## src/shared/sclk_pkg.sv

```systemverilog
// Package: constants and types for the segment configuration write lock.
// Assumes a 32-bit Avalon-MM register bus with word addressing by byte offset.
package sclk_pkg;
  // ****************************************************************
  // Register byte offsets
  // ****************************************************************
  localparam logic [7:0] ADDR_KEY = 8'h00;
  localparam logic [7:0] ADDR_SEGCFG = 8'h04;
  localparam logic [7:0] ADDR_ACTEN = 8'h08;
  localparam logic [7:0] ADDR_STATUS = 8'h0C;
  localparam logic [7:0] ADDR_MASK = 8'h10;
  localparam logic [7:0] ADDR_CAUSE = 8'h14;
  // ****************************************************************
  // Codes, fields and reset values
  // ****************************************************************
  localparam logic [7:0] KEY_OPEN = 8'hB5;
  localparam logic [7:0] KEY_CLOSE = 8'hB4;
  localparam int SEG_ACT = 1;
  localparam logic [7:0] SEGCFG_RST = 8'h00;
  localparam logic [7:0] ACTEN_RST = 8'h00;
  localparam logic [1:0] IRQ_RST = 2'h0;
  localparam int IRQ_ILLEGAL = 0;
  localparam int IRQ_REFUSED = 1;
  localparam logic [31:0] UNMAPPED_DATA = 32'h0000_0000;
  typedef enum logic [2:0] {
    ST_IDLE = 3'b001,
    ST_WAIT = 3'b010,
    ST_DONE = 3'b100
  } sclk_state_t;
endpackage

```

## src/shared/sclk_gate_if.sv

```systemverilog
// Interface: write request from the bus slave to the segment lock engine.
// Assumes one clock domain shared by both ends.
`timescale 1ns/1ns
interface sclk_gate_if;
  logic wrStb;
  logic [7:0] wrAddr;
  logic [7:0] wrData;
  logic [7:0] segCfg;
  logic keyOpen;
  logic illegalKey;
  logic refused;
  logic [7:0] actEn;
  modport bus (output wrStb, output wrAddr, output wrData,
    input segCfg, input keyOpen, input illegalKey, input refused, input actEn);
  modport core (input wrStb, input wrAddr, input wrData,
    output segCfg, output keyOpen, output illegalKey, output refused, output actEn);
endinterface

```

## src/sclk_lock_core.sv

```systemverilog
// Lock engine: key register, segment lock configuration, segment 1 template.
// Assumes write strobes arrive one cycle long from the bus slave.
`timescale 1ns/1ns
module sclk_lock_core (
  // Clock and reset
  input wire logic mclk,
  input wire logic reset,
  // Slave side
  sclk_gate_if.core gate
);
  typedef struct packed {
    logic keyOpen;
    logic [7:0] segCfg;
    logic [7:0] actEn;
    logic illegalKey;
    logic refused;
  } sclk_core_t;
  sclk_core_t st_reg;
  sclk_core_t st_next;
  logic [7:0] cfgMerge;
  // ****************************************************************
  // Per segment lock and protect update
  // ****************************************************************
  genvar g;
  generate
    for (g = 0; g < 4; g++) begin : gSeg
      always_comb begin
        cfgMerge[2*g+1] = st_reg.segCfg[2*g+1] | gate.wrData[2*g+1];
        if (st_reg.segCfg[2*g+1]) begin
          cfgMerge[2*g] = st_reg.segCfg[2*g];
        end else begin
          cfgMerge[2*g] = gate.wrData[2*g];
        end
      end
    end
  endgenerate
  always_comb begin
    st_next = st_reg;
    st_next.illegalKey = 1'b0;
    st_next.refused = 1'b0;
    if (gate.wrStb) begin
      case (gate.wrAddr)
        sclk_pkg::ADDR_KEY: begin
          if (gate.wrData == sclk_pkg::KEY_OPEN) begin
            st_next.keyOpen = 1'b1;
          end else if (gate.wrData == sclk_pkg::KEY_CLOSE) begin
            st_next.keyOpen = 1'b0;
          end else begin
            st_next.illegalKey = 1'b1;
            st_next.keyOpen = 1'b0;
          end
        end
        sclk_pkg::ADDR_SEGCFG: begin
          if (st_reg.keyOpen) begin
            st_next.segCfg = cfgMerge;
          end
        end
        sclk_pkg::ADDR_ACTEN: begin
          if (!st_reg.segCfg[2*sclk_pkg::SEG_ACT]) begin
            st_next.actEn = gate.wrData;
          end else begin
            st_next.refused = 1'b1;
          end
        end
        default: begin
          st_next = st_next;
        end
      endcase
    end
  end
  always_ff @(posedge mclk) begin
    if (reset) begin
      st_reg <= '{keyOpen: 1'b0, segCfg: sclk_pkg::SEGCFG_RST, actEn: sclk_pkg::ACTEN_RST,
                  illegalKey: 1'b0, refused: 1'b0};
    end else begin
      st_reg <= st_next;
    end
  end
  assign gate.segCfg = st_reg.segCfg;
  assign gate.keyOpen = st_reg.keyOpen;
  assign gate.illegalKey = st_reg.illegalKey;
  assign gate.refused = st_reg.refused;
  assign gate.actEn = st_reg.actEn;
  // ****************************************************************
  // Checks
  // ****************************************************************
  chk_protect_sticky: assert property (@(posedge mclk) disable iff (reset)
    st_reg.segCfg[3] |=> st_reg.segCfg[3]) else $error("protect bit cleared");
  chk_lock_frozen: assert property (@(posedge mclk) disable iff (reset)
    st_reg.segCfg[3] |=> $stable(st_reg.segCfg[2])) else $error("protected lock moved");
  chk_closed_cfg: assert property (@(posedge mclk) disable iff (reset)
    !st_reg.keyOpen |=> $stable(st_reg.segCfg)) else $error("closed key let write");
  chk_locked_template: assert property (@(posedge mclk) disable iff (reset)
    st_reg.segCfg[2] |=> $stable(st_reg.actEn)) else $error("locked segment written");
  chk_key_open: assert property (@(posedge mclk) disable iff (reset)
    gate.wrStb && gate.wrAddr == sclk_pkg::ADDR_KEY && gate.wrData == sclk_pkg::KEY_OPEN
    |=> st_reg.keyOpen) else $error("open code ignored");
  chk_key_close: assert property (@(posedge mclk) disable iff (reset)
    gate.wrStb && gate.wrAddr == sclk_pkg::ADDR_KEY && gate.wrData == sclk_pkg::KEY_CLOSE
    |=> !st_reg.keyOpen) else $error("close code ignored");
  cov_open: cover property (@(posedge mclk) disable iff (reset)
    !st_reg.keyOpen ##1 st_reg.keyOpen);
  cov_protect: cover property (@(posedge mclk) disable iff (reset)
    !st_reg.segCfg[3] ##1 st_reg.segCfg[3]);
endmodule

```

## src/sclk_top.sv

```systemverilog
// Top: Avalon-MM slave, interrupt status and reset request for the lock engine.
// Assumes a synchronous active-high reset and a master that holds requests.
`timescale 1ns/1ns
// Notes on behaviour
// - Code B5 opens segment config writes
// - Code B4 closes segment config writes
// - Bit 2 locks segment 1 writes
// - Bit 3 freezes segment 1 lock
// - Peripheral enable template is segment 1
// - Other key codes reset, set flag
// - Reset closes key; closed segment config writes ignored
// - Protect bits set once, reset clears
// - Eight bits: lock, protect per segment
module sclk_top (
  // Clock and reset
  input wire logic mclk,
  input wire logic reset,
  // Avalon-MM slave
  input wire logic [7:0] address,
  input wire logic read,
  input wire logic write,
  input wire logic [31:0] writedata,
  output logic [31:0] readdata,
  output logic waitrequest,
  // System
  output logic segResetReq,
  output logic [7:0] activePeripheralEnable,
  output logic irq
);
  typedef struct packed {
    sclk_pkg::sclk_state_t state;
    logic [31:0] rdata;
    logic waitReq;
    logic wrStb;
    logic [7:0] wrAddr;
    logic [7:0] wrData;
    logic [1:0] status;
    logic [1:0] mask;
    logic illegalKeyResetFlag;
    logic resetReq;
    logic irq;
    logic [7:0] actEn;
  } sclk_top_t;
  sclk_top_t st_reg;
  sclk_top_t st_next;
  sclk_gate_if gate ();
  // ****************************************************************
  // Lock engine
  // ****************************************************************
  sclk_lock_core u_core (
    .mclk(mclk),
    .reset(reset),
    .gate(gate.core)
  );
  assign gate.wrStb = st_reg.wrStb;
  assign gate.wrAddr = st_reg.wrAddr;
  assign gate.wrData = st_reg.wrData;
  // ****************************************************************
  // Bus slave, status and interrupt
  // ****************************************************************
  always_comb begin
    logic [1:0] evt;
    logic [1:0] clr;
    evt = 2'h0;
    clr = 2'h0;
    st_next = st_reg;
    st_next.wrStb = 1'b0;
    st_next.resetReq = 1'b0;
    st_next.actEn = gate.actEn;
    evt[sclk_pkg::IRQ_ILLEGAL] = gate.illegalKey;
    evt[sclk_pkg::IRQ_REFUSED] = gate.refused;
    if (gate.illegalKey) begin
      st_next.illegalKeyResetFlag = 1'b1;
      st_next.resetReq = 1'b1;
    end
    case (st_reg.state)
      sclk_pkg::ST_IDLE: begin
        if (read || write) begin
          st_next.state = sclk_pkg::ST_WAIT;
          st_next.wrStb = write;
          st_next.wrAddr = address;
          st_next.wrData = writedata[7:0];
        end
      end
      sclk_pkg::ST_WAIT: begin
        st_next.state = sclk_pkg::ST_DONE;
        st_next.waitReq = 1'b0;
        case (st_reg.wrAddr)
          sclk_pkg::ADDR_KEY: st_next.rdata = {24'h00_0000, 7'h00, gate.keyOpen};
          sclk_pkg::ADDR_SEGCFG: st_next.rdata = {24'h00_0000, gate.segCfg};
          sclk_pkg::ADDR_ACTEN: st_next.rdata = {24'h00_0000, gate.actEn};
          sclk_pkg::ADDR_STATUS: st_next.rdata = {30'h0000_0000, st_reg.status};
          sclk_pkg::ADDR_MASK: st_next.rdata = {30'h0000_0000, st_reg.mask};
          sclk_pkg::ADDR_CAUSE: st_next.rdata = {31'h0000_0000, st_reg.illegalKeyResetFlag};
          default: st_next.rdata = sclk_pkg::UNMAPPED_DATA;
        endcase
        if (write) begin
          if (address == sclk_pkg::ADDR_STATUS) begin
            clr = writedata[1:0];
          end
          if (address == sclk_pkg::ADDR_MASK) begin
            st_next.mask = writedata[1:0];
          end
          if (address == sclk_pkg::ADDR_CAUSE && writedata[0]) begin
            st_next.illegalKeyResetFlag = gate.illegalKey;
          end
        end
      end
      sclk_pkg::ST_DONE: begin
        st_next.state = sclk_pkg::ST_IDLE;
        st_next.waitReq = 1'b1;
      end
      default: begin
        st_next.state = sclk_pkg::ST_IDLE;
        st_next.waitReq = 1'b1;
      end
    endcase
    st_next.status = (st_reg.status & ~clr) | evt;
    st_next.irq = |(st_next.status & st_next.mask);
  end
  always_ff @(posedge mclk) begin
    if (reset) begin
      st_reg <= '{state: sclk_pkg::ST_IDLE, rdata: sclk_pkg::UNMAPPED_DATA, waitReq: 1'b1,
                  wrStb: 1'b0, wrAddr: sclk_pkg::ADDR_KEY, wrData: 8'h00,
                  status: sclk_pkg::IRQ_RST, mask: sclk_pkg::IRQ_RST,
                  illegalKeyResetFlag: 1'b0, resetReq: 1'b0, irq: 1'b0,
                  actEn: sclk_pkg::ACTEN_RST};
    end else begin
      st_reg <= st_next;
    end
  end
  assign readdata = st_reg.rdata;
  assign waitrequest = st_reg.waitReq;
  assign segResetReq = st_reg.resetReq;
  assign activePeripheralEnable = st_reg.actEn;
  assign irq = st_reg.irq;
  // ****************************************************************
  // Checks
  // ****************************************************************
  chk_bus_answer: assert property (@(posedge mclk) disable iff (reset)
    (st_reg.state == sclk_pkg::ST_IDLE) && (read || write) |=> waitrequest ##1 !waitrequest)
    else $error("answer not in two cycles");
  chk_illegal_reset: assert property (@(posedge mclk) disable iff (reset)
    gate.illegalKey |=> segResetReq && st_reg.illegalKeyResetFlag)
    else $error("illegal key without reset");
  chk_irq_level: assert property (@(posedge mclk) disable iff (reset)
    (gate.illegalKey && st_reg.mask[sclk_pkg::IRQ_ILLEGAL]) ||
    (gate.refused && st_reg.mask[sclk_pkg::IRQ_REFUSED]) |=> irq)
    else $error("irq low after unmasked event");
  cov_illegal: cover property (@(posedge mclk) disable iff (reset) segResetReq);
  cov_write: cover property (@(posedge mclk) disable iff (reset) write && !waitrequest);
endmodule

```

## config.mk

```make
export PLATFORM = sky130hd
export DESIGN_NAME = sclk_top
export DESIGN_NICKNAME = d
export VERILOG_FILES = /design/src/shared/sclk_pkg.sv /design/src/shared/sclk_gate_if.sv /design/src/sclk_lock_core.sv /design/src/sclk_top.sv
export SDC_FILE = /design/constraint.sdc
export NUM_CORES = 1
export LEC_CHECK = 0
export ABC_AREA = 0
export BUFFER_PORTS_ARGS = -buffer_cell sky130_fd_sc_hd__buf_4
export CORE_MARGIN = 10
export CORE_UTILIZATION = 50
export DETAILED_ROUTE_END_ITERATION = 7
export PLACE_DENSITY = 0.9
export SYNTH_ARGS = -nofsm -noshare
export SYNTH_HDL_FRONTEND = slang
export SYNTH_SLANG_ARGS = --single-unit
```

## constraint.sdc

```tcl
create_clock -name mclk -period 2.3 [get_ports mclk]
set_clock_uncertainty 0.2 [all_clocks]
set_input_delay 0.345 -clock mclk [delete_from_list [all_inputs] [get_ports mclk]]
set_output_delay 0.345 -clock mclk [all_outputs]
set_load 0.02 [all_outputs]
```

# Word-level counts from Yosys, hierarchy flattened

Index checks and enable logic that the tools add are counted.

Logic and storage cells: 82
Bits of input ports: 44
Output and inout bits: 43
Flip-flop bits (word level): 87

Reductions and logical operators: 15
Mux-type cells: 15
Bitwise gates (word level): 18
Equal/unequal tests: 13

Operator list:

| cell               | count |
|---|---|
| $pmux 8 s6         | 1 |
| $eq 8x5->1 const B | 4 |
| $eq 8x4->1 const B | 3 |
| $eq 8x8->1 const B | 2 |
| $reduce_and 4->1   | 4 |
| $mux 2             | 5 |
| $not 1->1          | 10 |
| $mux 3             | 3 |
| $eq 8x3->1 const B | 1 |
| $logic_not 8->1    | 1 |
| $pmux 3 s2         | 1 |
| $reduce_and 3->1   | 2 |
| $reduce_or 3->1    | 2 |
| $and 2x2->2        | 2 |
| $mux 1             | 4 |
| $or 1x1->1         | 4 |
| $reduce_and 2->1   | 2 |
| $reduce_or 4->1    | 1 |
| $eq 3x1->1 const B | 1 |
| $eq 3x2->1 const B | 1 |
| $ne 2x2->1 const B | 1 |
| $not 2->2          | 1 |
| $or 2x2->2         | 1 |
| $pmux 1 s2         | 1 |
| 3 further kinds    | 3 |

# Depth between registers and ports, before layout

Word-level depth: 9
Depth in mapped cells: 5

# Hierarchy

From an unflattened synthesis, not the netlist that was laid out.

Cell total of the unflattened synthesis: 303
Area total of the unflattened synthesis: 2919.0 µm²

Modules (own cells, without submodules):

| module         | times used | cells an instance | area an instance (µm²) |
|---|---|---|---|
| sclk_top       | 1          | 213               | 2030.7 |
| sclk_lock_core | 1          | 90                | 888.4 |

# Worst setup path after synthesis

OpenSTA, ideal clock, no wires.

Kind: reg2reg
Start point: reg st_reg (netlist bit gate.wrAddr[7])
End point: reg u_core.st_reg (netlist bit u_core.gate.actEn[0])
Arrival: 1.630 ns
Library setup time: 0.128 ns
Cell stages (with the launch flop): 6
Slack: 0.343 ns
Data required time: 1.972 ns
Cells stage by stage: dfxtp_1 > or3_1 > buf_2 > nor4_4 > mux2i_1 > nor2_1

Longest elaborated chain between the ends: 2

RTL lines:

| element                           | line                 | source |
|---|---|---|
| from (decl)                       | sclk_top.sv:44       | `sclk_top_t st_reg;` |
| from (signal assigned)            | sclk_top.sv:123      | `st_reg <= '{state: sclk_pkg::ST_IDLE, rdata: sclk_pkg::UNMAPPED_DATA, waitReq: 1'b1,` |
| from (signal assigned)            | sclk_top.sv:129      | `st_reg <= st_next;` |
| $eq 8x4->1                        | sclk_lock_core.sv:42 | `case (gate.wrAddr)` |
| $reduce_and 3->1 (no source line) | -                    |  |
| to (signal assigned)              | sclk_lock_core.sv:73 | `st_reg <= '{keyOpen: 1'b0, segCfg: sclk_pkg::SEGCFG_RST, actEn: sclk_pkg::ACTEN_RST,` |
| to (signal assigned)              | sclk_lock_core.sv:76 | `st_reg <= st_next;` |
| to (decl)                         | sclk_lock_core.sv:18 | `sclk_core_t st_reg;` |

Every way passes these cells.
A chain may end at the register's enable or synchronous reset.

# Worst setup path after layout

Start point: reg st_reg (netlist bit gate.wrAddr[7])
End point: reg u_core.st_reg (netlist bit u_core.gate.segCfg[6])

Longest elaborated chain between the ends: 2

RTL lines:

| element                           | line |
|---|---|
| $eq 8x3->1                        | sclk_lock_core.sv:42 |
| $reduce_and 4->1 (no source line) | - |

Every way passes these cells.

==> metrics.md <==
| Metric | Value |
|---|---|
| Run status | finished clean |
| Initial core utilization | 0.527 |
| Core area | 5240 µm² |
| Int Power | 1.79 mW |
| Worst-skew pair later-pin latency | 0.34 ns |
| DP Wirelength | roughly 4300 µm |
| CTS max path bufs | 2 |
| CTS H-Tree Depth | 3 |
| Sum Neg Setup Slack | 0 ns |
| Antenna Nets Post-Route | 0 |
| Root Buffer | clkbuf_8 |
| CP Class | flip-flop to flip-flop |
| Switching Power | 0.625 mW |
| Setup-failing EPs final | 0 |
| Pins Over Slew Limit | 0 |
| Final hold slack | roughly 0.045 ns |
| Hold_buf cts | 0 |
| CTS tree | built |
| Pre-CTS WS | 0.209 ns |
| CP required | 2.30 ns |
| Final core occ | 0.596 |
| Share of cells above drive strength 1 | 0.216 |
| Slew headroom | 0.601 |
| GRT overflow | 0 |
| Most frequent cells after synthesis | dfxtp_1 (63), nor2_1 (47), buf_4 (40) |
| Post-synth EDFFs | 0 |
| P&R area growth vs syn | 13.1% |
| Clk sinks | 63 |
| Fin. Hold Viols | 0 |
| Async S/R FF share, synth | 0 |
| Drt drc | 0 |
| PnR Total Power | 2.41 mW |
| Netlist Area Pre-Place | 2760 µm² |
| Setup repair after global routing missed its margin | no |
| Hold Path Cell Cnt | 3 |
| Period utilization | 0.914 |
| Die area | 8890 µm² |
| Reg power frac | 0.488 |
| Max_cap viols | 0 |
| Fillers | 441 |
| Antenna violations before repair | 0 |
| Tightest Pin Transition | ~0.6 ns |
| Final wirelength | 5960 µm |
| Port Buf Inserts | 38 |
| Worst hold-check path type | input port to flip-flop |
| PostCTS Resize Cnt | 0 |
| Number of global-route vias before repair | 1957 |
| Ports | 87 |
| First-pass GRT wire length | 9710 µm |
| Element type at the critical path start | flip-flop |
| Final worst setup slack | 0.197 ns |
| Clock power share | 0.405 |
| Synthesized area per cell | about 9.5 µm² |
| Fmax | 0.476 GHz |
| DRT iter0 DRCs | approximately 180 |
| Post-synth top flop | dfxtp_1 |
| Reg clk slew, reported paths | 0.07 ns |
| Peak supply drop | about 0.54 mV |
| Number of synthesis warnings | 0 |
| Chip width | 94.3 µm |
| Crit path time final | 2.10 ns |
| Pwr dens | 773 nW/µm² |
| Synth Instances | approximately 290 |
| Vias | between 2000 and 2500 |
| Static Leakage | 1.28 nW |
| CP Max Fanout | 7 |
| Post-synth top area share | 0.457 |
| Final net count | around 360 |
| Drt via density | 5.20 |
| Switching Fraction | 0.259 |
| TritonCTS buffer count | 9 |
| DRT Pass-1 Iters | 4 |
| GRT Resource Usage Total | 0.137 |
| Gpl congestion | 0.826 |
| # diodes | 0 |
| Post-synthesis sequential area ratio | 0.457 |
| Worst R2R Path Depth | 4 |
| Largest net degree at the start of global routing | 62 |
| Die H | roughly 94 µm |
| Logic pwr share | 0.107 |
| Synthesized flop and latch total | 63 |
| CP arrival | 2.10 ns |
| CP endpoint kind | flip-flop |
| Site row count | 26 |
| Leading area contributor after synthesis | dfxtp_1 |
| DR WL/cell | roughly 15 µm |
| Top-count cell post-synth | dfxtp_1 |
| Synth area leaders | dfxtp_1 (46%), buf_4 (11%), mux2i_1 (9.8%) |
| Setup Buffers After CTS | 0 |
| Yosys cell types | 42 |
==> final cells by class <==
class	count	area [µm²]	share of cell area
well taps	70	87.6	0.0281
clock buffers	11	151	0.0485
multi-input cells	194	1220	0.393
repair buffers	44	330	0.106
clock inverters	5	56.3	0.0181
inverters	2	7.51	0.00241
flip-flops and latches	63	1260	0.404
==> cell families (layout without fill, tap and decap cells) <==
family | Yosys count | count (layout) | share of synthesized area
AND/OR/NAND/NOR | 102 | 102 | 0.209
flip-flops | 63 | 63 | 0.457
buffers and inverters | 55 | 62 | 0.130
AO/OA/AOI/OAI | 39 | 39 | 0.0921
multiplexers | 29 | 29 | 0.110
other | 1 | 24 | 0.00136
==> worst paths after layout <==
path / start / endpoint / slack (ns)
min reg2reg: readdata[1]$_SDFFE_PP0P_ / readdata[1]$_SDFFE_PP0P_ / 0.26
max: gate.wrAddr[7]$_SDFFE_PP0P_ / u_core.gate.segCfg[6]$_SDFFE_PP0P_ / 0.20
max reg2reg: gate.wrAddr[7]$_SDFFE_PP0P_ / u_core.gate.segCfg[6]$_SDFFE_PP0P_ / 0.20
min: writedata[7] / gate.wrData[7]$_SDFFE_PP0P_ / 0.04
==> power by group through the flow <==
stage	clock network [mW]	registers (mW)	logic [mW]
after floorplan	0	1.18	0.231
after global placement	0	1.20	0.246
after detailed placement	0	1.20	0.253
after CTS	0.994	1.18	0.254
after global routing	1.05	1.18	0.279
final	0.977	1.18	0.258
==> layer usage <==
| metal | vias up | global-route usage | share of wire |
|---|---|---|---|
| li1 | 990 | - | - |
| met1 | 954 | 0.173 | 0.44 |
| met2 | 72 | 0.202 | 0.46 |
| met3 | 5 | 0.0488 | 0.085 |
| met4 | 0 | 0.0684 | 0.017 |
| met5 | - | 0 | 0 |
==> critical path, stage by stage, from the launching register on <==
cell and delay (ns):
dfxtp_1 0.31, or3_1 0.52, or4_1 0.65, o21ai_0 0.19
a21oi_1 0.09
==> cells in the final DEF, fill, tap and decap left out, drive strengths merged, types with 2 or more instances in the layout <==
cell	count
nor2b	13
nor4b	2
clkbuf	11
dfxtp	63
a22o	7
nor3	3
buf	44
nand3b	7
nor3b	2
nor4	8
inv	2
a22oi	7
or3	3
mux2i	27
nor2	47
or3b	2
clkinv	3
nand2	4
o31ai	2
nand2b	2
o21ai	8
nand3	2
conb	24
a21oi	12
==> metrics by stage <==
| stage | instances | area [µm²] |
|---|---|---|
| final | 389 | 3120 |
| after detailed placement | 373 | 2910 |
| after CTS | 389 | 3120 |
| after global placement | 373 | 2910 |
| after global routing | 389 | 3120 |
| after floorplan | 312 | 2850 |
No activity file was read; power rests on OpenSTA's default activity.
